### src/common/scid_map.vh
// register map, field positions, reset values and timing figures of the input decoder
`ifndef SCID_MAP_VH
`define SCID_MAP_VH

// register byte offsets
`define SCID_CONFIG_OFS       8'h00
`define SCID_GEAR_ONE_OFS     8'h04
`define SCID_GEAR_TWO_OFS     8'h08
`define SCID_STATUS_OFS       8'h0C
`define SCID_DEVIATION_OFS    8'h10

// config fields
`define SCID_CFG_MODE_LSB     0
`define SCID_CFG_ZSW_LSB      2
`define SCID_CFG_FMT_LSB      4
`define SCID_CFG_RESET        6'h00
`define SCID_GEAR_RESET       16'h0001

// control_mode_setting values
`define SCID_MODE_POS_A       2'h0
`define SCID_MODE_SPEED       2'h1
`define SCID_MODE_POS_B       2'h2

// zero_speed_torque_switch_setting values
`define SCID_ZSW_GAIN_ONLY    2'h0
`define SCID_ZSW_ZERO_SPEED   2'h1
`define SCID_ZSW_TORQUE       2'h2

// pulse_format_setting values
`define SCID_FMT_FWD_REV      2'h0
`define SCID_FMT_STEP_DIR     2'h1
`define SCID_FMT_QUAD         2'h2

// status bit positions
`define SCID_ST_SERVO         0
`define SCID_ST_ALM_RES       1
`define SCID_ST_ALM_LATCH     2
`define SCID_ST_GAIN          3
`define SCID_ST_ZERO          4
`define SCID_ST_TORQUE        5
`define SCID_ST_SPD_LSB       6
`define SCID_ST_FWD_OK        8
`define SCID_ST_REV_OK        9
`define SCID_ST_CLEAR         10
`define SCID_ST_GEAR          11

// timing
`define SCID_CLK_KHZ          40000
`define SCID_ALM_RESET_MS     120

`endif

### src/rtl/scid_input_decoder.v
// control connector sequence and command pulse input decoder with wishbone registers
`timescale 1ns/10ps
`include "scid_map.vh"

// Function
// RQ1 - run input high enables motor power; low removes it
// RQ2 - alarm reset held 120 ms clears resettable alarm; latched alarms remain
// RQ3 - position mode: clear pin blocks command pulses and clears deviation counter
// RQ4 - speed mode: clear pin becomes internal speed select bit two
// RQ5 - position mode with setting 0 or 1: pin 5 selects gain set
// RQ6 - speed mode, setting 1: pin 5 low forces zero speed; setting 0 ignores
// RQ7 - setting 2, any mode: pin 5 low torque set one, high set two
// RQ8 - position mode: pin 6 low numerator one, high numerator two
// RQ9 - host sends no pulses 10 ms around a gear switch change
// RQ10 - speed mode: pin 6 becomes internal speed select bit one
// RQ11 - reverse rotation permitted only while reverse limit input high
// RQ12 - forward rotation permitted only while forward limit input high
// RQ13 - pulse pair decoded as forward/reverse, step/direction or quadrature
// RQ14 - counting keeps up with 500 kpps line-driver, 200 kpps open-collector
// RQ15 - every sequence and pulse input synchronised before decoding
module scid_input_decoder #(
  parameter GEAR_W        = 16,
  parameter DEV_W         = 32,
  parameter ALM_RESET_CYC = `SCID_ALM_RESET_MS * `SCID_CLK_KHZ
) (
  input  wire              mclk,
  input  wire              reset,
  input  wire              wb_cyc_i,
  input  wire              wb_stb_i,
  input  wire              wb_we_i,
  input  wire [7:0]        wb_adr_i,
  input  wire [3:0]        wb_sel_i,
  input  wire [31:0]       wb_dat_i,
  output reg  [31:0]       wb_dat_o,
  output reg               wb_ack_o,
  input  wire              run_input,
  input  wire              alarm_reset_input,
  input  wire              deviation_clear_input,
  input  wire              shared_pin5_input,
  input  wire              shared_pin6_input,
  input  wire              reverse_limit_input,
  input  wire              forward_limit_input,
  input  wire              pulse_pair_one_input,
  input  wire              pulse_pair_two_input,
  input  wire              resettable_alarm_event,
  input  wire              latched_alarm_event,
  input  wire              feedback_step,
  input  wire              feedback_dir,
  output reg               servo_enable,
  output reg               gain_switch_input,
  output reg               zero_speed_input,
  output reg               torque_limit_set_select,
  output reg               speed_select_bit_one,
  output reg               speed_select_bit_two,
  output reg  [GEAR_W-1:0] gear_numerator_active,
  output reg               forward_permit,
  output reg               reverse_permit,
  output reg               command_step,
  output reg               command_forward,
  output reg  [DEV_W-1:0]  deviation_count
);

  localparam NSYNC = 11;

  // ---------------- input synchronisers ----------------
  wire [NSYNC-1:0] raw_in = {feedback_dir, feedback_step, latched_alarm_event,
                             resettable_alarm_event, pulse_pair_two_input,
                             pulse_pair_one_input, forward_limit_input,
                             reverse_limit_input, shared_pin6_input,
                             shared_pin5_input, deviation_clear_input};
  reg  [NSYNC-1:0] sync_a_reg;
  reg  [NSYNC-1:0] sync_b_reg;
  reg              run_a_reg;
  reg              run_b_reg;
  reg              arst_a_reg;
  reg              arst_b_reg;

  genvar gi;
  generate
    for (gi = 0; gi < NSYNC; gi = gi + 1) begin : g_sync
      // RQ15 two-flop synchroniser
      always @(posedge mclk or posedge reset) begin
        if (reset) begin
          sync_a_reg[gi] <= 1'b0;
          sync_b_reg[gi] <= 1'b0;
        end else begin
          sync_a_reg[gi] <= raw_in[gi];
          sync_b_reg[gi] <= sync_a_reg[gi];
        end
      end
    end
  endgenerate

  // RQ15 run and alarm reset synchronisers
  always @(posedge mclk or posedge reset) begin
    if (reset) begin
      run_a_reg  <= 1'b0;
      run_b_reg  <= 1'b0;
      arst_a_reg <= 1'b0;
      arst_b_reg <= 1'b0;
    end else begin
      run_a_reg  <= run_input;
      run_b_reg  <= run_a_reg;
      arst_a_reg <= alarm_reset_input;
      arst_b_reg <= arst_a_reg;
    end
  end

  wire clr_s  = sync_b_reg[0];
  wire pin5_s = sync_b_reg[1];
  wire pin6_s = sync_b_reg[2];
  wire rev_s  = sync_b_reg[3];
  wire fwd_s  = sync_b_reg[4];
  wire pa_s   = sync_b_reg[5];
  wire pb_s   = sync_b_reg[6];
  wire ralm_s = sync_b_reg[7];
  wire lalm_s = sync_b_reg[8];
  wire fbs_s  = sync_b_reg[9];
  wire fbd_s  = sync_b_reg[10];

  // ---------------- registers ----------------
  reg  [5:0]        config_reg;
  reg  [GEAR_W-1:0] gear_one_reg;
  reg  [GEAR_W-1:0] gear_two_reg;
  wire [1:0]        mode    = config_reg[`SCID_CFG_MODE_LSB +: 2];
  wire [1:0]        zsw     = config_reg[`SCID_CFG_ZSW_LSB +: 2];
  wire [1:0]        fmt     = config_reg[`SCID_CFG_FMT_LSB +: 2];
  wire              pos_mode = (mode == `SCID_MODE_POS_A) || (mode == `SCID_MODE_POS_B);
  wire              spd_mode = (mode == `SCID_MODE_SPEED);

  wire       wb_req = wb_cyc_i && wb_stb_i && !wb_ack_o;
  // writes land at the edge where the master sees ack, as classic cycles expect
  wire       wb_wr  = wb_cyc_i && wb_stb_i && wb_we_i && wb_ack_o;
  wire [31:0] gear_wdat = {{(32-GEAR_W){1'b0}}, {GEAR_W{1'b0}}} | wb_dat_i;

  // byte enables honoured on the low lanes that hold data
  always @(posedge mclk or posedge reset) begin
    if (reset) begin
      config_reg   <= `SCID_CFG_RESET;
      gear_one_reg <= `SCID_GEAR_RESET;
      gear_two_reg <= `SCID_GEAR_RESET;
    end else if (wb_wr) begin
      case (wb_adr_i)
        `SCID_CONFIG_OFS: begin
          if (wb_sel_i[0])
            config_reg <= wb_dat_i[5:0];
        end
        `SCID_GEAR_ONE_OFS: begin
          if (wb_sel_i[0])
            gear_one_reg[7:0] <= gear_wdat[7:0];
          if (wb_sel_i[1])
            gear_one_reg[GEAR_W-1:8] <= gear_wdat[GEAR_W-1:8];
        end
        `SCID_GEAR_TWO_OFS: begin
          if (wb_sel_i[0])
            gear_two_reg[7:0] <= gear_wdat[7:0];
          if (wb_sel_i[1])
            gear_two_reg[GEAR_W-1:8] <= gear_wdat[GEAR_W-1:8];
        end
        default: begin
        end
      endcase
    end
  end

  // ---------------- alarm handling ----------------
  reg        alarm_res_reg;
  reg        alarm_latch_reg;
  reg [31:0] arst_cnt_reg;
  wire       arst_done = (arst_cnt_reg >= ALM_RESET_CYC - 1);

  // RQ2 hold count on the reset input
  always @(posedge mclk or posedge reset) begin
    if (reset)
      arst_cnt_reg <= 32'h00000000;
    else if (!arst_b_reg)
      arst_cnt_reg <= 32'h00000000;
    else if (!arst_done)
      arst_cnt_reg <= arst_cnt_reg + 32'h00000001;
  end

  // RQ2 clear resettable alarm; a new event wins over the clear
  always @(posedge mclk or posedge reset) begin
    if (reset) begin
      alarm_res_reg   <= 1'b0;
      alarm_latch_reg <= 1'b0;
    end else begin
      if (ralm_s)
        alarm_res_reg <= 1'b1;
      else if (arst_b_reg && arst_done)
        alarm_res_reg <= 1'b0;
      if (lalm_s)
        alarm_latch_reg <= 1'b1;
    end
  end

  // ---------------- mode-dependent pin meanings ----------------
  always @(posedge mclk or posedge reset) begin
    if (reset) begin
      servo_enable            <= 1'b0;
      gain_switch_input       <= 1'b0;
      zero_speed_input        <= 1'b0;
      torque_limit_set_select <= 1'b0;
      speed_select_bit_one    <= 1'b0;
      speed_select_bit_two    <= 1'b0;
      gear_numerator_active   <= `SCID_GEAR_RESET;
      forward_permit          <= 1'b0;
      reverse_permit          <= 1'b0;
    end else begin
      // RQ1 servo on follows run; an alarm also removes power
      servo_enable <= run_b_reg && !alarm_res_reg && !alarm_latch_reg;
      // RQ5 gain switch selection
      gain_switch_input <= pos_mode && (zsw != `SCID_ZSW_TORQUE) && pin5_s;
      // RQ6 zero speed when pin 5 low
      zero_speed_input <= spd_mode && (zsw == `SCID_ZSW_ZERO_SPEED) && !pin5_s;
      // RQ7 torque limit set choice
      torque_limit_set_select <= (zsw == `SCID_ZSW_TORQUE) && pin5_s;
      // RQ10 pin 6 as speed bit one
      speed_select_bit_one <= spd_mode && pin6_s;
      // RQ4 clear pin as speed bit two
      speed_select_bit_two <= spd_mode && clr_s;
      // RQ8 gear numerator selection; held while in speed mode
      if (pos_mode)
        gear_numerator_active <= pin6_s ? gear_two_reg : gear_one_reg;
      // RQ12 forward overtravel
      forward_permit <= fwd_s;
      // RQ11 reverse overtravel
      reverse_permit <= rev_s;
    end
  end

  // ---------------- command pulse decoding ----------------
  reg        pa_d_reg;
  reg        pb_d_reg;
  reg        step_next;
  reg        fwd_next;
  wire       pa_rise = pa_s && !pa_d_reg;
  wire       pb_rise = pb_s && !pb_d_reg;
  wire       pa_chg  = pa_s ^ pa_d_reg;
  wire       pb_chg  = pb_s ^ pb_d_reg;

  // RQ13 three pulse formats; quadrature counts every edge
  always @* begin
    step_next = 1'b0;
    fwd_next  = 1'b0;
    case (fmt)
      `SCID_FMT_FWD_REV: begin
        step_next = pa_rise ^ pb_rise;
        fwd_next  = pb_rise;
      end
      `SCID_FMT_STEP_DIR: begin
        step_next = pa_rise;
        fwd_next  = pb_s;
      end
      `SCID_FMT_QUAD: begin
        step_next = pa_chg ^ pb_chg;
        fwd_next  = pa_chg ? (pa_s ^ pb_s) : !(pa_s ^ pb_s);
      end
      default: begin
        step_next = 1'b0;
        fwd_next  = 1'b0;
      end
    endcase
  end

  wire clr_active = pos_mode && clr_s;
  wire cmd_take   = step_next && pos_mode && !clr_active;

  // RQ14 one decision per clock leaves a wide margin at top pulse rates
  always @(posedge mclk or posedge reset) begin
    if (reset) begin
      pa_d_reg        <= 1'b0;
      pb_d_reg        <= 1'b0;
      command_step    <= 1'b0;
      command_forward <= 1'b0;
    end else begin
      pa_d_reg        <= pa_s;
      pb_d_reg        <= pb_s;
      // RQ3 pulses blocked while clearing
      command_step    <= cmd_take;
      if (cmd_take)
        command_forward <= fwd_next;
    end
  end

  // ---------------- deviation counter ----------------
  reg            fbs_d_reg;
  wire           fb_step = fbs_s && !fbs_d_reg;
  reg [DEV_W-1:0] dev_next;
  localparam [DEV_W-1:0] DEV_ONE = {{(DEV_W-1){1'b0}}, 1'b1};

  always @* begin
    dev_next = deviation_count;
    if (cmd_take)
      dev_next = fwd_next ? dev_next + DEV_ONE : dev_next - DEV_ONE;
    if (fb_step)
      dev_next = fbd_s ? dev_next - DEV_ONE : dev_next + DEV_ONE;
  end

  // RQ3 counter cleared while the clear pin is high in position mode
  always @(posedge mclk or posedge reset) begin
    if (reset) begin
      fbs_d_reg       <= 1'b0;
      deviation_count <= {DEV_W{1'b0}};
    end else begin
      fbs_d_reg       <= fbs_s;
      if (clr_active)
        deviation_count <= {DEV_W{1'b0}};
      else
        deviation_count <= dev_next;
    end
  end

  // ---------------- wishbone read and answer ----------------
  reg [31:0] status_word;

  always @* begin
    status_word = 32'h00000000;
    status_word[`SCID_ST_SERVO]         = servo_enable;
    status_word[`SCID_ST_ALM_RES]       = alarm_res_reg;
    status_word[`SCID_ST_ALM_LATCH]     = alarm_latch_reg;
    status_word[`SCID_ST_GAIN]          = gain_switch_input;
    status_word[`SCID_ST_ZERO]          = zero_speed_input;
    status_word[`SCID_ST_TORQUE]        = torque_limit_set_select;
    status_word[`SCID_ST_SPD_LSB]       = speed_select_bit_one;
    status_word[`SCID_ST_SPD_LSB + 1]   = speed_select_bit_two;
    status_word[`SCID_ST_FWD_OK]        = forward_permit;
    status_word[`SCID_ST_REV_OK]        = reverse_permit;
    status_word[`SCID_ST_CLEAR]         = clr_active;
    status_word[`SCID_ST_GEAR]          = pos_mode && pin6_s;
  end

  // one wait state: ack one edge after the request, dropped the next
  always @(posedge mclk or posedge reset) begin
    if (reset) begin
      wb_ack_o <= 1'b0;
      wb_dat_o <= 32'h00000000;
    end else begin
      wb_ack_o <= wb_req;
      if (wb_req && !wb_we_i) begin
        case (wb_adr_i)
          `SCID_CONFIG_OFS:    wb_dat_o <= {26'h0000000, config_reg};
          `SCID_GEAR_ONE_OFS:  wb_dat_o <= {{(32-GEAR_W){1'b0}}, gear_one_reg};
          `SCID_GEAR_TWO_OFS:  wb_dat_o <= {{(32-GEAR_W){1'b0}}, gear_two_reg};
          `SCID_STATUS_OFS:    wb_dat_o <= status_word;
          `SCID_DEVIATION_OFS: wb_dat_o <= deviation_count;
          default:             wb_dat_o <= 32'h00000000;
        endcase
      end
    end
  end

endmodule // scid_input_decoder
### config.mk
export PLATFORM = sky130hd
export DESIGN_NAME = scid_input_decoder
export DESIGN_NICKNAME = d
export VERILOG_FILES = /design/src/rtl/scid_input_decoder.v
export VERILOG_INCLUDE_DIRS = /design/src /design/src/common
export SDC_FILE = /design/constraint.sdc
export NUM_CORES = 1
export LEC_CHECK = 0
export BUFFER_PORTS_ARGS = -buffer_cell sky130_fd_sc_hd__buf_4
export CAP_MARGIN = 25
export CORE_ASPECT_RATIO = 1.5
export CORE_UTILIZATION = 53
export DETAILED_ROUTE_END_ITERATION = 6
export GPL_TIMING_DRIVEN = 0
export PLACE_DENSITY = 0.88
export SETUP_SLACK_MARGIN = 0.3
export SLEW_MARGIN = 15
export SYNTH_ARGS = -nofsm -noshare
export SYNTH_HDL_FRONTEND = slang
export SYNTH_SLANG_ARGS = --single-unit
### constraint.sdc
create_clock -name mclk -period 6.1 [get_ports mclk]
set_input_delay 0 -clock mclk [delete_from_list [all_inputs] [get_ports mclk]]
set_output_delay 0 -clock mclk [all_outputs]
set_load 0.03 [all_outputs]
Word level (Yosys, flattened, before mapping)

Cells that the tools add are included.

Flip-flop bits (word level): 192
Output and inout port bits: 91

Add/subtract/negate cells: 5
Order comparisons: 1
Equality and inequality tests: 12
Muxes and demuxes: 14
Bitwise gates (word level): 5
Reduce and logical (&&, ||, !) cells: 42

Operator list:

| kind                                                                                   | count |
|---|---|
| 32-bit two-way mux                                                                     | 7 |
| 32-bit case mux with 5 select lines                                                    | 1 |
| 32-bit by 1-bit adder with 32-bit output (second input constant)                       | 3 |
| 32-bit by 1-bit subtractor with 32-bit output (second input constant)                  | 2 |
| 32-bit by 23-bit greater-or-equal comparator with 1-bit output (second input constant) | 1 |
| 1-bit logical AND                                                                      | 22 |
| 8-bit by 4-bit equality test with 1-bit output (second input constant)                 | 2 |
| 16-bit two-way mux                                                                     | 1 |
| 3-bit AND reduction                                                                    | 5 |
| 1-bit zero test                                                                        | 10 |
| 8-bit by 3-bit equality test with 1-bit output (second input constant)                 | 1 |
| 8-bit by 5-bit equality test with 1-bit output (second input constant)                 | 1 |
| 8-bit zero test                                                                        | 1 |
| 2-bit by 1-bit equality test with 1-bit output (second input constant)                 | 3 |
| 2-bit equality test (second input constant)                                            | 3 |
| 1-bit case mux with 3 select lines                                                     | 2 |
| 1-bit XOR                                                                              | 5 |
| 2-bit zero test                                                                        | 2 |
| 2-bit inequality test (second input constant)                                          | 2 |
| 1-bit two-way mux                                                                      | 3 |
| 2-bit nonzero test                                                                     | 1 |
| 1-bit logical OR                                                                       | 1 |

Longest topological paths before layout

Gate-level depths: netlist of the first run.

Depth in word-level cells: 11
Depth in mapped cells: 27
Gate-level depth less buffers: 26

Worst setup path before layout of the first run

Ideal clock, no wire load.

Path kind: register -> register
Start: reg sync_b_reg[6] (netlist: pb_s)
End: reg deviation_count[31]
Arrival: 5.729 ns
Setup slack: 0.240 ns
Stages on the path, launching flop included: 26
Path buffers: 1
Path through: dfrtp_1 -> ha_1 -> mux2i_1 -> o21ai_0 -> inv_1 -> ha_1 -> o211ai_1 -> o211ai_1 -> a21oi_1 -> a2111oi_0 -> o221ai_1 -> o21ai_0 -> a21oi_1 -> xnor2_1 -> mux2_2 -> ha_1 -> clkbuf_1 -> a21o_1 -> a21oi_1 -> o21ai_0 -> a221o_1 -> a21o_1 -> a211oi_1 -> a21boi_0 -> nor3_1 -> nor3b_2

Word-level cells in the longest chain between the ends: 10

RTL lines:

| element                                                                                                          | line                                               | text |
|---|---|---|
| start: declaration                                                                                               | scid_input_decoder.v:72                            | `reg [NSYNC-1:0] sync_b_reg;` |
| start signal: indexed assignment                                                                                 | scid_input_decoder.v:88                            | `sync_b_reg[gi] <= sync_a_reg[gi];` |
| 1-bit XOR, or another cell as far along                                                                          | scid_input_decoder.v:257                           | `fwd_next = pa_chg ? (pa_s ^ pb_s) : !(pa_s ^ pb_s);` |
| 1-bit zero test, or another cell as far along                                                                    | scid_input_decoder.v:257                           |  |
| 1-bit two-way mux / 1-bit case mux with 3 select lines (equally long branches)                                   | scid_input_decoder.v:257, scid_input_decoder.v:246 |  |
| 1-bit case mux with 3 select lines / 1-bit logical AND (equally long branches)                                   | scid_input_decoder.v:246, scid_input_decoder.v:267 |  |
| 32-bit two-way mux / 1-bit logical AND (equally long branches)                                                   | scid_input_decoder.v:295, scid_input_decoder.v:267 |  |
| 32-bit two-way mux *                                                                                             | scid_input_decoder.v:294                           | `if (cmd_take)` |
| 32-bit by 1-bit adder with 32-bit output / 32-bit by 1-bit subtractor with 32-bit output (equally long branches) | scid_input_decoder.v:297                           | `dev_next = fbd_s ? dev_next - DEV_ONE : dev_next + DEV_ONE;` |
| 32-bit two-way mux                                                                                               | scid_input_decoder.v:297                           |  |
| 32-bit two-way mux *                                                                                             | scid_input_decoder.v:296                           | `if (fb_step)` |
| 32-bit two-way mux *                                                                                             | scid_input_decoder.v:307                           | `if (clr_active)` |
| end signal: assignment                                                                                           | scid_input_decoder.v:304                           | `deviation_count <= {DEV_W{1'b0}};` |
| end signal: assignment                                                                                           | scid_input_decoder.v:308                           | `deviation_count <= {DEV_W{1'b0}};` |
| end signal: assignment                                                                                           | scid_input_decoder.v:310                           | `deviation_count <= dev_next;` |
| end: declaration                                                                                                 | scid_input_decoder.v:60                            | `output reg [DEV_W-1:0] deviation_count` |

Every way passes the cells marked *; elsewhere a longest branch is shown, timed or not.
A chain may end at the register's enable or synchronous reset.

Worst setup path after layout of the first run

Ends and elaborated chain as after synthesis.

==> results of run 1 <==
==> cells by family (layout without fill, tap and decap cells) <==
kind of cell / Yosys count / in the layout / share of synthesized area
and+or+nand+nor: 388 / 388 / 0.164
AOI/OAI and AO/OA: 338 / 338 / 0.190
DFF: 192 / 192 / 0.421
adders and majority gates: 74 / 74 / 0.0823
buffers and inverters: 74 / 297 / 0.0253
xor gates and xnor gates: 71 / 71 / 0.0544
muxes: 67 / 67 / 0.0631
other: 0 / 1 / 0
==> critical path, delay by kind of cell, from the launching register on <==
family                     cells  cell delay (ns)
AOI/OAI and AO/OA             14             2.66
adders and majority gates      2             0.67
buffers and inverters          4             0.62
and+or+nand+nor                3             0.54
DFF                            1             0.47
muxes                          2             0.39
xor gates and xnor gates       2             0.29
==> area by class of cell <==
type | count | share of cell area
multi-input cells | 938 | 0.463
flip-flops and latches | 192 | 0.339
repair buffers | 188 | 0.108
clock buffers | 18 | 0.0309
well taps | 268 | 0.0236
plain buffers | 55 | 0.0160
clock inverters | 14 | 0.0117
inverters | 19 | 0.00582
repair inverters | 3 | 0.00159
diodes | 1 | 0.000176
==> layout by cell type (no fill, tap or decap), drive strengths merged, types with 21 or more instances in the layout <==
cell type    netlist  final
and2              30     30
o21ai            119    119
nor2              48     48
xnor2             52     52
mux2i             27     27
a211oi            22     22
ha                72     72
inv               18     25
clkbuf            50     66
a21o              36     36
dlygate4sd3        0     32
buf                5    163
dfrtp            189    189
nand2            179    179
nand3             21     21
a21oi             72     72
mux2              40     40
==> worst paths after layout <==
| kind | start | endpoint | slack [ns] | cells after the start |
|---|---|---|---|---|
| hold / removal | wb_we_i | wb_dat_o[26] | 0.04 | 4 |
| setup / recovery | pb_s | deviation_count[31] | 0.32 | 27 |
| hold reg to reg | sync_a_reg[6] | pb_s | 0.35 | 0 |
| max in group asynchronous | reset | pb_s | 4.93 | 4 |
| setup reg to reg | pb_s | deviation_count[31] | 0.32 | 27 |
| min in group asynchronous | reset | fwd_s | 0.16 | 3 |
==> synthesized netlist by cell type (5+ instances only) <==
cell type	instances	share of area
sky130_fd_sc_hd__dfrtp_1	189	0.41
sky130_fd_sc_hd__nand2_1	179	0.059
sky130_fd_sc_hd__o21ai_0	115	0.050
sky130_fd_sc_hd__ha_1	72	0.079
sky130_fd_sc_hd__a21oi_1	71	0.031
sky130_fd_sc_hd__xnor2_1	52	0.040
sky130_fd_sc_hd__clkbuf_1	50	0.016
sky130_fd_sc_hd__nor2_1	48	0.016
sky130_fd_sc_hd__mux2_2	40	0.039
sky130_fd_sc_hd__a21o_1	36	0.024
sky130_fd_sc_hd__and2_1	30	0.016
sky130_fd_sc_hd__mux2i_1	27	0.024
sky130_fd_sc_hd__a211oi_1	22	0.014
sky130_fd_sc_hd__nand3_1	21	0.0092
sky130_fd_sc_hd__xor2_1	19	0.015
sky130_fd_sc_hd__inv_1	18	0.0059
sky130_fd_sc_hd__nor3_1	18	0.0079
sky130_fd_sc_hd__a222oi_1	15	0.013
sky130_fd_sc_hd__nand2b_1	13	0.0071
sky130_fd_sc_hd__nand4_1	13	0.0071
sky130_fd_sc_hd__and3_1	11	0.0060
sky130_fd_sc_hd__or3_1	10	0.0055
sky130_fd_sc_hd__nor2b_1	8	0.0044
sky130_fd_sc_hd__o211ai_1	8	0.0053
sky130_fd_sc_hd__a31oi_1	7	0.0038
sky130_fd_sc_hd__nand3b_1	6	0.0039
sky130_fd_sc_hd__o21bai_1	6	0.0039
sky130_fd_sc_hd__or2_2	6	0.0033
sky130_fd_sc_hd__a21boi_0	5	0.0033
sky130_fd_sc_hd__a22o_1	5	0.0038
sky130_fd_sc_hd__a311oi_1	5	0.0038
sky130_fd_sc_hd__nor3b_1	5	0.0033
sky130_fd_sc_hd__o21a_1	5	0.0033
==> power by group <==
group	internal (mW)	leakage [nW]	switching, mW
registers	1.32	2.56	0.0992
logic	0.668	3.87	0.923
clock network	0.597	0.295	0.553
==> per-stage QoR <==
step | util | setup WS, ns | setup TNS [ns] | total power, mW | instance area, µm²
final | 0.674 | 0.323 | 0 | 4.16 | 14200
after global routing | 0.674 | 0.155 | 0 | 4.36 | 14200
after CTS | 0.665 | 0.305 | 0 | 4.05 | 14000
after detailed placement | 0.610 | -0.977 | -3.95 | 2.84 | 12900
after global placement | 0.608 | -0.909 | -170.27 | 2.80 | 12800
after floorplan | - | 0.330 | 0 | 2.47 | 11500
==> per-layer routing <==
metal	vias up	GRT usage	routed length [µm]
li1	4781	-	-
met1	5116	0.360	12500
met2	597	0.554	17700
met3	199	0.0499	2480
met4	0	0.217	2640
met5	-	0	0
==> timing repair <==
item / 4_1_cts / 5_1_grt
gates cloned: 3 / 0
endpoints found under the hold margin: 127 / 0
resized for setup: 22 / 47
setup buffers: 11 / 10
pin swaps: 9 / 21
hold buffers: 32 / 0
setup endpoints to repair: 19 / 10
==> impl_metrics.csv, run 1 <==
group,metric,value,unit
timing,finalWorstPathRequiredPeriod,5.78,ns
final_layout,multi_input_area,6580,µm²
timing,tightest_slew,1.12,ns
floorplan,die_width,122,µm
routing,num_vias,10700,
synth,synth-seq-area-share,0.421,
clock_network,clock_insertion_delay_worst_skew,0.45,ns
timing,grt_setup_unrepaired,"no",
final_layout,area_delta_synth_final,24.2,%
routing,dr.first_iter.drc_count,1124,
critical_path,critPathRequiredTime,6.41,ns
global_route,grt-ovfl-total,0,
routing,drt-vias-per-instance,6.30,
timing,maxSlewHeadroom,0.249,
timing,setup_violations,0,
clock_network,cts-root-to-sink-buffers,2,
floorplan,die_area,22200,µm²
power_and_ir_drop,powerDensity,293,nW/µm²
timing,finClkSkew,0.0118,ns
critical_path,critical-path-slowest-cell,"sky130_fd_sc_hd__dfrtp_2",
synth,post_synthesis_cell_type_count,71,
final_layout,filler_cell_count,1524,
global_route,grt_max_degree,118,
power_and_ir_drop,power.leakage,6.72,nW
synth,synth_fp_nets,1340,
floorplan,coreArea,21100,µm²
final_layout,final-seq-area,4810,µm²
critical_path,cpMostUsedCell,"sky130_fd_sc_hd__a21oi_2",
routing,post-route-drc-count,0,
final_layout,fin_nets,1550,
routing,post_drt_wl_per_cell,20.8,µm
global_route,global_route_wire_length_before_repair,54700,µm
clock_network,tritoncts,"yes",
synth,yosysWarnings,0,
floorplan,number_of_ports_placed_on_the_die_boundary,153,
synth,synth-main-ff-cell,"sky130_fd_sc_hd__dfrtp_1",
synth,post_synth_instance_area,11400,µm²
clock_network,clockRootBuffer,"sky130_fd_sc_hd__clkbuf_16",
clock_network,cts.sinks,192,
routing,first_pass_drt_iterations,6,
min_path,timing.hold.worst.class,"primary input to flop",
critical_path,timing.critical_path.fanout_max,7,
critical_path,timing_worst_setup_path_type,"flop to flop",
placed_design,buffer_ports.inserted,134,
synth,syn_area_per_cell,9.49,µm²
floorplan,initial_utilization,0.543,
clock_network,cts_max_level,4,
placed_design,dpl.cell_count,1607,
critical_path,crit_path_end_kind,"flop",
timing,whs,0.0431,ns
synth,post_synth_edffs,0,
outcome,run_status,"completed",
clock_network,worst_setup_hold_path_clk_slew,0.07,ns
timing,max_freq,173,MHz
critical_path,critPathLaunchType,"flop",
routing,drt.antenna.violating_nets,0,
final_layout,layoutNonFillerInstCount,1696,
timing,final_hold_vios,0,
clock_network,numCtsBuffers,17,
floorplan,site_row_count,65,
global_route,first_global_vias,10600,
placed_design,detailed_place_hpwl,24700,µm
critical_path,critical_path_arrival,6.09,ns
critical_path,maximum_cell_stage_delay_along_the_critical_path,0.47,ns
global_route,grt.total_usage,0.322,
synth,synthCells,1204,
global_route,antenna_found_initial,1,
timing,timing_max_transition_violations_final,0,
routing,routed_wirelength,35300,µm
placed_design,gp_congestion,0.919,
synth,postSynthRegisterBits,192,
timing,fin_crit_sh,0.947,
run,drv.max_cap_violation_count,0,
power_and_ir_drop,ir_drop,224,µV
synth,async_set_reset_flop_share_out_of_synthesis,1.00,
floorplan,die_height,182,µm
final_layout,layout-drive-gt1-share,0.209,
(Power assumes the default switching activity.)
==> run 2: changes to the inputs <==
- REMOVE_ABC_BUFFERS: not set -> 1
==> run 2 against run 1 <==
Total power shrank 1.9%. Clock power is essentially flat. Core utilization shrank 1.5 points. Wire length shrank 7.2%. First-iteration DRC count shrank 13%. Flip-flop and latch count is the same. Combinational power shrank 4%.
==> impl_metrics.csv, run 2 (same netlist as run 1, synthesis figures left out) <==
group,metric,value,unit
outcome,run_status,"completed",
global_route,first_global_vias,10000,
placed_design,detailed_place_hpwl,22000,µm
floorplan,die_width,122,µm
final_layout,finalInstanceArea,13900,µm²
critical_path,cpLargestDelayFamily,"compound AO/OA/AOI/OAI gates",
global_route,grt.total_usage,0.299,
clock_network,cts-root-to-sink-buffers,2,
power_and_ir_drop,ir_drop,221,µV
min_path,timing.hold.worst.class,"primary input to flop",
final_layout,fin_nets,1489,
critical_path,timing.critical_path.fanout_max,20,
critical_path,critical-path-slowest-cell,"sky130_fd_sc_hd__dfrtp_1",
clock_network,clock_insertion_delay_worst_skew,0.45,ns
floorplan,number_of_ports_placed_on_the_die_boundary,153,
critical_path,critical_path_arrival,6.02,ns
routing,drt-vias-per-instance,6.33,
timing,final_hold_vios,0,
critical_path,cpMostUsedCell,"sky130_fd_sc_hd__o21ai_0",
run,drv.max_cap_violation_count,0,
timing,max_freq,177,MHz
routing,first_pass_drt_iterations,6,
critical_path,timing_worst_setup_path_type,"flop to flop",
timing,setup_violations,0,
routing,num_vias,10300,
floorplan,site_row_count,65,
timing,setup_tns,0,ns
final_layout,layoutNonFillerInstCount,1634,
critical_path,maximum_cell_stage_delay_along_the_critical_path,0.42,ns
routing,post_drt_wl_per_cell,20.1,µm
clock_network,numCtsBuffers,17,
placed_design,dpl.cell_count,1557,
routing,drt.antenna.violating_nets,0,
placed_design,post_dp_cell_area,12700,µm²
clock_network,clockRootBuffer,"sky130_fd_sc_hd__clkbuf_16",
global_route,global_route_wire_length_before_repair,51500,µm
critical_path,critPathRequiredTime,6.47,ns
global_route,grt-ovfl-total,0,
global_route,antenna_found_initial,0,
final_layout,layout-drive-gt1-share,0.198,
power_and_ir_drop,powerDensity,294,nW/µm²
floorplan,die_area,22200,µm²
timing,timing_max_transition_violations_final,0,
timing,maxSlewHeadroom,0.407,
timing,finClkSkew,0.0125,ns
global_route,grt_max_degree,112,
final_layout,n_antenna_cell,0,
routing,dr.first_iter.drc_count,974,
placed_design,gp_congestion,0.928,
final_layout,area_delta_synth_final,21.4,%
clock_network,worst_setup_hold_path_clk_slew,0.08,ns
clock_network,cts.sinks,192,
clock_network,tritoncts,"yes",
floorplan,initial_utilization,0.543,
timing,fin_crit_sh,0.927,
routing,routed_wirelength,32800,µm
power_and_ir_drop,power.leakage,6.60,nW
final_layout,layout_common_cells,"sky130_fd_sc_hd__dfrtp_1, sky130_fd_sc_hd__nand2_1, sky130_fd_sc_hd__buf_4, sky130_fd_sc_hd__o21ai_0, sky130_fd_sc_hd__a21oi_1",
routing,post-route-drc-count,0,
floorplan,die_height,182,µm
critical_path,critPathLaunchType,"flop",
placed_design,buffer_ports.inserted,134,
timing,tightest_slew,0.885,ns
floorplan,coreArea,21100,µm²
final_layout,final_common_cell,"sky130_fd_sc_hd__dfrtp_1",
critical_path,series_of_cell_instances_along_the_critical_path,"ha_2, mux2i_2, o21ai_4, inv_8, ha_1, nand2_1, or2_2, a311o_1, a21oi_2, o21ai_0, o31ai_1, xnor2_1, o21ai_0, ha_1, a21oi_1, o21ai_0, a221o_1, a21o_1, a211oi_1, a21boi_0, o21ai_0, nor3b_2",
clock_network,cts_max_level,4,
timing,grt_setup_unrepaired,"no",
critical_path,timing.critical_path.buf_inv,1,
timing,finalWorstPathRequiredPeriod,5.65,ns
critical_path,crit_path_end_kind,"flop",
-- run 2: per-layer routing --
metal / GRT usage / part of all wire / up-vias
li1: - / - / 4655
met4: 0.168 / 0.054 / 0
met3: 0.0474 / 0.068 / 138
met5: 0 / 0 / -
met2: 0.510 / 0.50 / 546
met1: 0.353 / 0.37 / 4999
-- run 2: final timing paths --
check / startpoint / slack, ns / end / cells after the start
worst max-delay path: pb_s / 0.45 / deviation_count[31] / 22
worst min-delay path: wb_cyc_i / 0.07 / wb_dat_o[20] / 5
max in group asynchronous: reset / 4.96 / fbd_s / 4
worst min register to register: rev_s / 0.35 / reverse_permit / 0
worst max register to register: pb_s / 0.45 / deviation_count[31] / 22
min in group asynchronous: reset / 0.25 / arst_cnt_reg[12] / 3
-- run 2: repair_timing --
| item | in CTS | in global routing |
|---|---|---|
| pin swaps | 2 | 10 |
| resized for setup | 13 | 23 |
| cloned | 1 | 0 |
| setup endpoints to repair | 19 | 8 |
| hold buffers | 33 | 0 |
| hold endpoints to repair | 164 | 0 |
| setup buffers | 2 | 8 |
-- run 2: tightest hold or removal path, stage by stage --
cell and delay, ns:
sky130_fd_sc_hd__buf_4 0.11, sky130_fd_sc_hd__nand2_1 0.13, sky130_fd_sc_hd__nor3_2 0.10, sky130_fd_sc_hd__nand2_1 0.06, sky130_fd_sc_hd__o21ai_0 0.07
-- run 2: metrics by stage --
| step | total power [mW] | worst slack, ns | hold slack (ns) | util |
|---|---|---|---|---|
| after floorplan | 2.46 | 0.263 | 0.0314 | - |
| after global routing | 4.27 | 0.226 | 0.110 | 0.659 |
| final | 4.08 | 0.446 | 0.0743 | 0.659 |
| after CTS | 3.99 | 0.351 | 0.0556 | 0.650 |
| after detailed placement | 2.82 | -1.07 | 0.111 | 0.603 |
| after global placement | 2.77 | -1.49 | 0.109 | 0.596 |
-- run 2: layout make-up --
| type | count | area (µm²) |
|---|---|---|
| inverters | 19 | 86.3 |
| clock buffers | 18 | 439 |
| clock inverters | 14 | 164 |
| well taps | 268 | 335 |
| repair inverters | 1 | 6.26 |
| multi-input cells | 938 | 6490 |
| repair buffers | 184 | 1540 |
| fillers | 1508 | 7190 |
| flip-flops and latches | 192 | 4810 |
-- run 2: report_power, final --
group | internal, mW | switching [mW] | leakage, nW
Sequential | 1.32 | 0.0963 | 2.56
Clock | 0.564 | 0.570 | 0.292
Combinational | 0.641 | 0.889 | 3.75
==> run 3: changes to the inputs <==
- CORE_ASPECT_RATIO: 1.5 -> not set
==> run 3 against run 2 <==
Via count down 1.5%. Sequential power about the same. Combinational power increased by 3%. Clock skew up 0.0056 ns. Non-clock buffer count rose by 2.
==> impl_metrics.csv, run 3 (same netlist as run 1, synthesis figures left out) <==
group,metric,value,unit
outcome,run_status,"completed",
critical_path,crit-reg2reg-capture,"deviation_count[31]",
clock_network,clock_insertion_delay_worst_skew,0.45,ns
final_layout,fin_util,0.662,
critical_path,critical_path_arrival,6.11,ns
clock_network,worst_setup_hold_path_clk_slew,0.08,ns
placed_design,detailed_place_hpwl,21400,µm
timing,layout_setup_ws,0.322,ns
timing,setup_violations,0,
critical_path,r2r_start,"pb_d_reg",
placed_design,gp_congestion,0.913,
timing,final_hold_vios,0,
clock_network,clockRootBuffer,"sky130_fd_sc_hd__clkbuf_16",
run,drv.max_cap_violation_count,0,
critical_path,setup.worst_path.start,"pb_d_reg",
global_route,global_route_wire_length_before_repair,50700,µm
floorplan,die_area,22200,µm²
floorplan,number_of_ports_placed_on_the_die_boundary,153,
routing,post_drt_wl_per_cell,19.5,µm
critical_path,timing_worst_setup_path_type,"flop to flop",
floorplan,initial_utilization,0.542,
critical_path,timing.critical_path.fanout_max,20,
clock_network,numCtsBuffers,17,
power_and_ir_drop,powerDensity,297,nW/µm²
floorplan,site_row_count,53,
timing,finalWorstPathRequiredPeriod,5.78,ns
global_route,grt_max_degree,100,
min_path,timing.hold.worst.class,"primary input to flop",
routing,drt-vias-per-instance,6.19,
timing,finClkSkew,0.0180,ns
global_route,grt-ovfl-total,0,
timing,timing_max_transition_violations_final,0,
global_route,grt.total_usage,0.290,
timing,tightest_slew,1.08,ns
critical_path,critPathRequiredTime,6.43,ns
routing,drt.antenna.violating_nets,0,
critical_path,critPathLaunchType,"flop",
power_and_ir_drop,power.leakage,6.63,nW
routing,dr.first_iter.drc_count,923,
placed_design,post-place-ws,-1.06,ns
final_layout,fin_nets,1491,
final_layout,final_common_cell,"sky130_fd_sc_hd__dfrtp_1",
final_layout,filler_cell_count,1453,
clock_network,cts-root-to-sink-buffers,2,
routing,routed_wirelength,32000,µm
power_and_ir_drop,ir_drop,148,µV
routing,first_pass_drt_iterations,6,
global_route,first_global_vias,10100,
critical_path,crit_path_end_kind,"flop",
timing,fin_crit_sh,0.947,
final_layout,area_delta_synth_final,22.2,%
final_layout,layout-drive-gt1-share,0.206,
clock_network,cts.sinks,192,
power_and_ir_drop,tot_pwr,4.15,mW
clock_network,cts_max_level,4,
final_layout,layout_common_cells,"sky130_fd_sc_hd__dfrtp_1, sky130_fd_sc_hd__nand2_1, sky130_fd_sc_hd__buf_4, sky130_fd_sc_hd__o21ai_0, sky130_fd_sc_hd__ha_1",
floorplan,coreArea,21100,µm²
timing,maxSlewHeadroom,0.280,
routing,post-route-drc-count,0,
placed_design,buffer_ports.inserted,134,
timing,grt_setup_unrepaired,"no",
global_route,antenna_found_initial,2,
floorplan,die_width,149,µm
timing,setup_tns,0,ns
critical_path,worstSetupEndpoint,"deviation_count[31]",
critical_path,ff2ff_setup_slack,0.32,ns
clock_network,tritoncts,"yes",
floorplan,die_height,149,µm
critical_path,r2r_cells,26,
timing,max_freq,173,MHz
routing,num_vias,10200,
-- run 3: changes by cell type in the layout (fill, tap and decap cells not counted), sizes merged --
| cell | change |
|---|---|
| diode | +2 |
| clkbuf | -1 |
| clkinv | +1 |
| buf | +2 |
-- run 3: area by class of cell --
class | instances | area [µm²] | area share
multi-input cells | 938 | 6540 | 0.468
flip-flops and latches | 192 | 4810 | 0.344
repair buffers | 186 | 1550 | 0.111
clock buffers | 17 | 425 | 0.0305
well taps | 275 | 344 | 0.0246
clock inverters | 15 | 190 | 0.0136
inverters | 19 | 91.3 | 0.00654
repair inverters | 1 | 8.76 | 0.000627
diodes | 2 | 5.00 | 0.000358
-- run 3: worst min path at each step --
| stage | start | end | slack [ns] | cells past startpoint |
|---|---|---|---|---|
| after detailed placement | feedback_step | sync_a_reg[9] | 0.11 | 1 |
| final | wb_cyc_i | wb_dat_o[17] | 0.12 | 5 |
| after CTS | wb_cyc_i | wb_dat_o[17] | 0.12 | 5 |
| after global routing | wb_cyc_i | wb_dat_o[17] | 0.14 | 5 |
| after global placement | shared_pin5_input | sync_a_reg[1] | 0.11 | 1 |
| after floorplan | alarm_reset_input | arst_a_reg | 0.03 | 0 |
-- run 3: timing repair --
action / 4_1_cts / 5_1_grt
gates cloned: 1 / 0
hold buffers: 33 / 0
endpoints found under the hold margin: 147 / 0
resized for setup: 16 / 39
pin swaps: 3 / 17
setup buffers: 2 / 10
endpoints found under the setup margin: 17 / 9
-- run 3: critical path, stage by stage (launching register included) --
cell and delay (ns):
sky130_fd_sc_hd__dfrtp_1 0.44, sky130_fd_sc_hd__inv_1 0.13, sky130_fd_sc_hd__ha_4 0.16, sky130_fd_sc_hd__mux2i_1 0.08, sky130_fd_sc_hd__o21ai_2 0.17, sky130_fd_sc_hd__buf_6 0.18
sky130_fd_sc_hd__inv_12 0.08, sky130_fd_sc_hd__ha_1 0.37, sky130_fd_sc_hd__nand2_1 0.13, sky130_fd_sc_hd__or2_2 0.34, sky130_fd_sc_hd__a311o_1 0.41, sky130_fd_sc_hd__a21oi_2 0.23
sky130_fd_sc_hd__or2_4 0.18, sky130_fd_sc_hd__a41oi_2 0.15, sky130_fd_sc_hd__xnor2_2 0.20, sky130_fd_sc_hd__o21ai_2 0.24, sky130_fd_sc_hd__ha_4 0.26, sky130_fd_sc_hd__a21o_1 0.16
sky130_fd_sc_hd__a21o_1 0.20, sky130_fd_sc_hd__a21oi_2 0.17, sky130_fd_sc_hd__o21ai_0 0.09, sky130_fd_sc_hd__a221o_1 0.37, sky130_fd_sc_hd__a21o_1 0.18, sky130_fd_sc_hd__a211oi_2 0.25
sky130_fd_sc_hd__and3b_2 0.25, sky130_fd_sc_hd__o21ai_0 0.08, sky130_fd_sc_hd__nor3b_2 0.16
-- run 3: metrics by stage --
stage | instances | cell area, µm² | hold WS, ns
4_1_cts | 1633 | 13700 | 0.116
3_5_place_dp | 1565 | 12700 | 0.110
3_3_place_gp | 1558 | 12600 | 0.110
6_report | 1645 | 14000 | 0.122
2_1_floorplan | 1149 | 11200 | 0.0314
5_1_grt | 1645 | 14000 | 0.145
-- run 3: layer usage --
metal,vias to the layer above,part of all wire,track usage
met1,4861,0.40,0.376
met3,157,0.078,0.0505
met4,0,0.055,0.166
li1,4656,-,-
met2,513,0.47,0.461
met5,-,0,0
-- run 3: report_power, final --
group / switching (mW) / internal (mW)
logic: 0.912 / 0.662
registers: 0.102 / 1.32
clock network: 0.586 / 0.561
total: 1.60 / 2.55
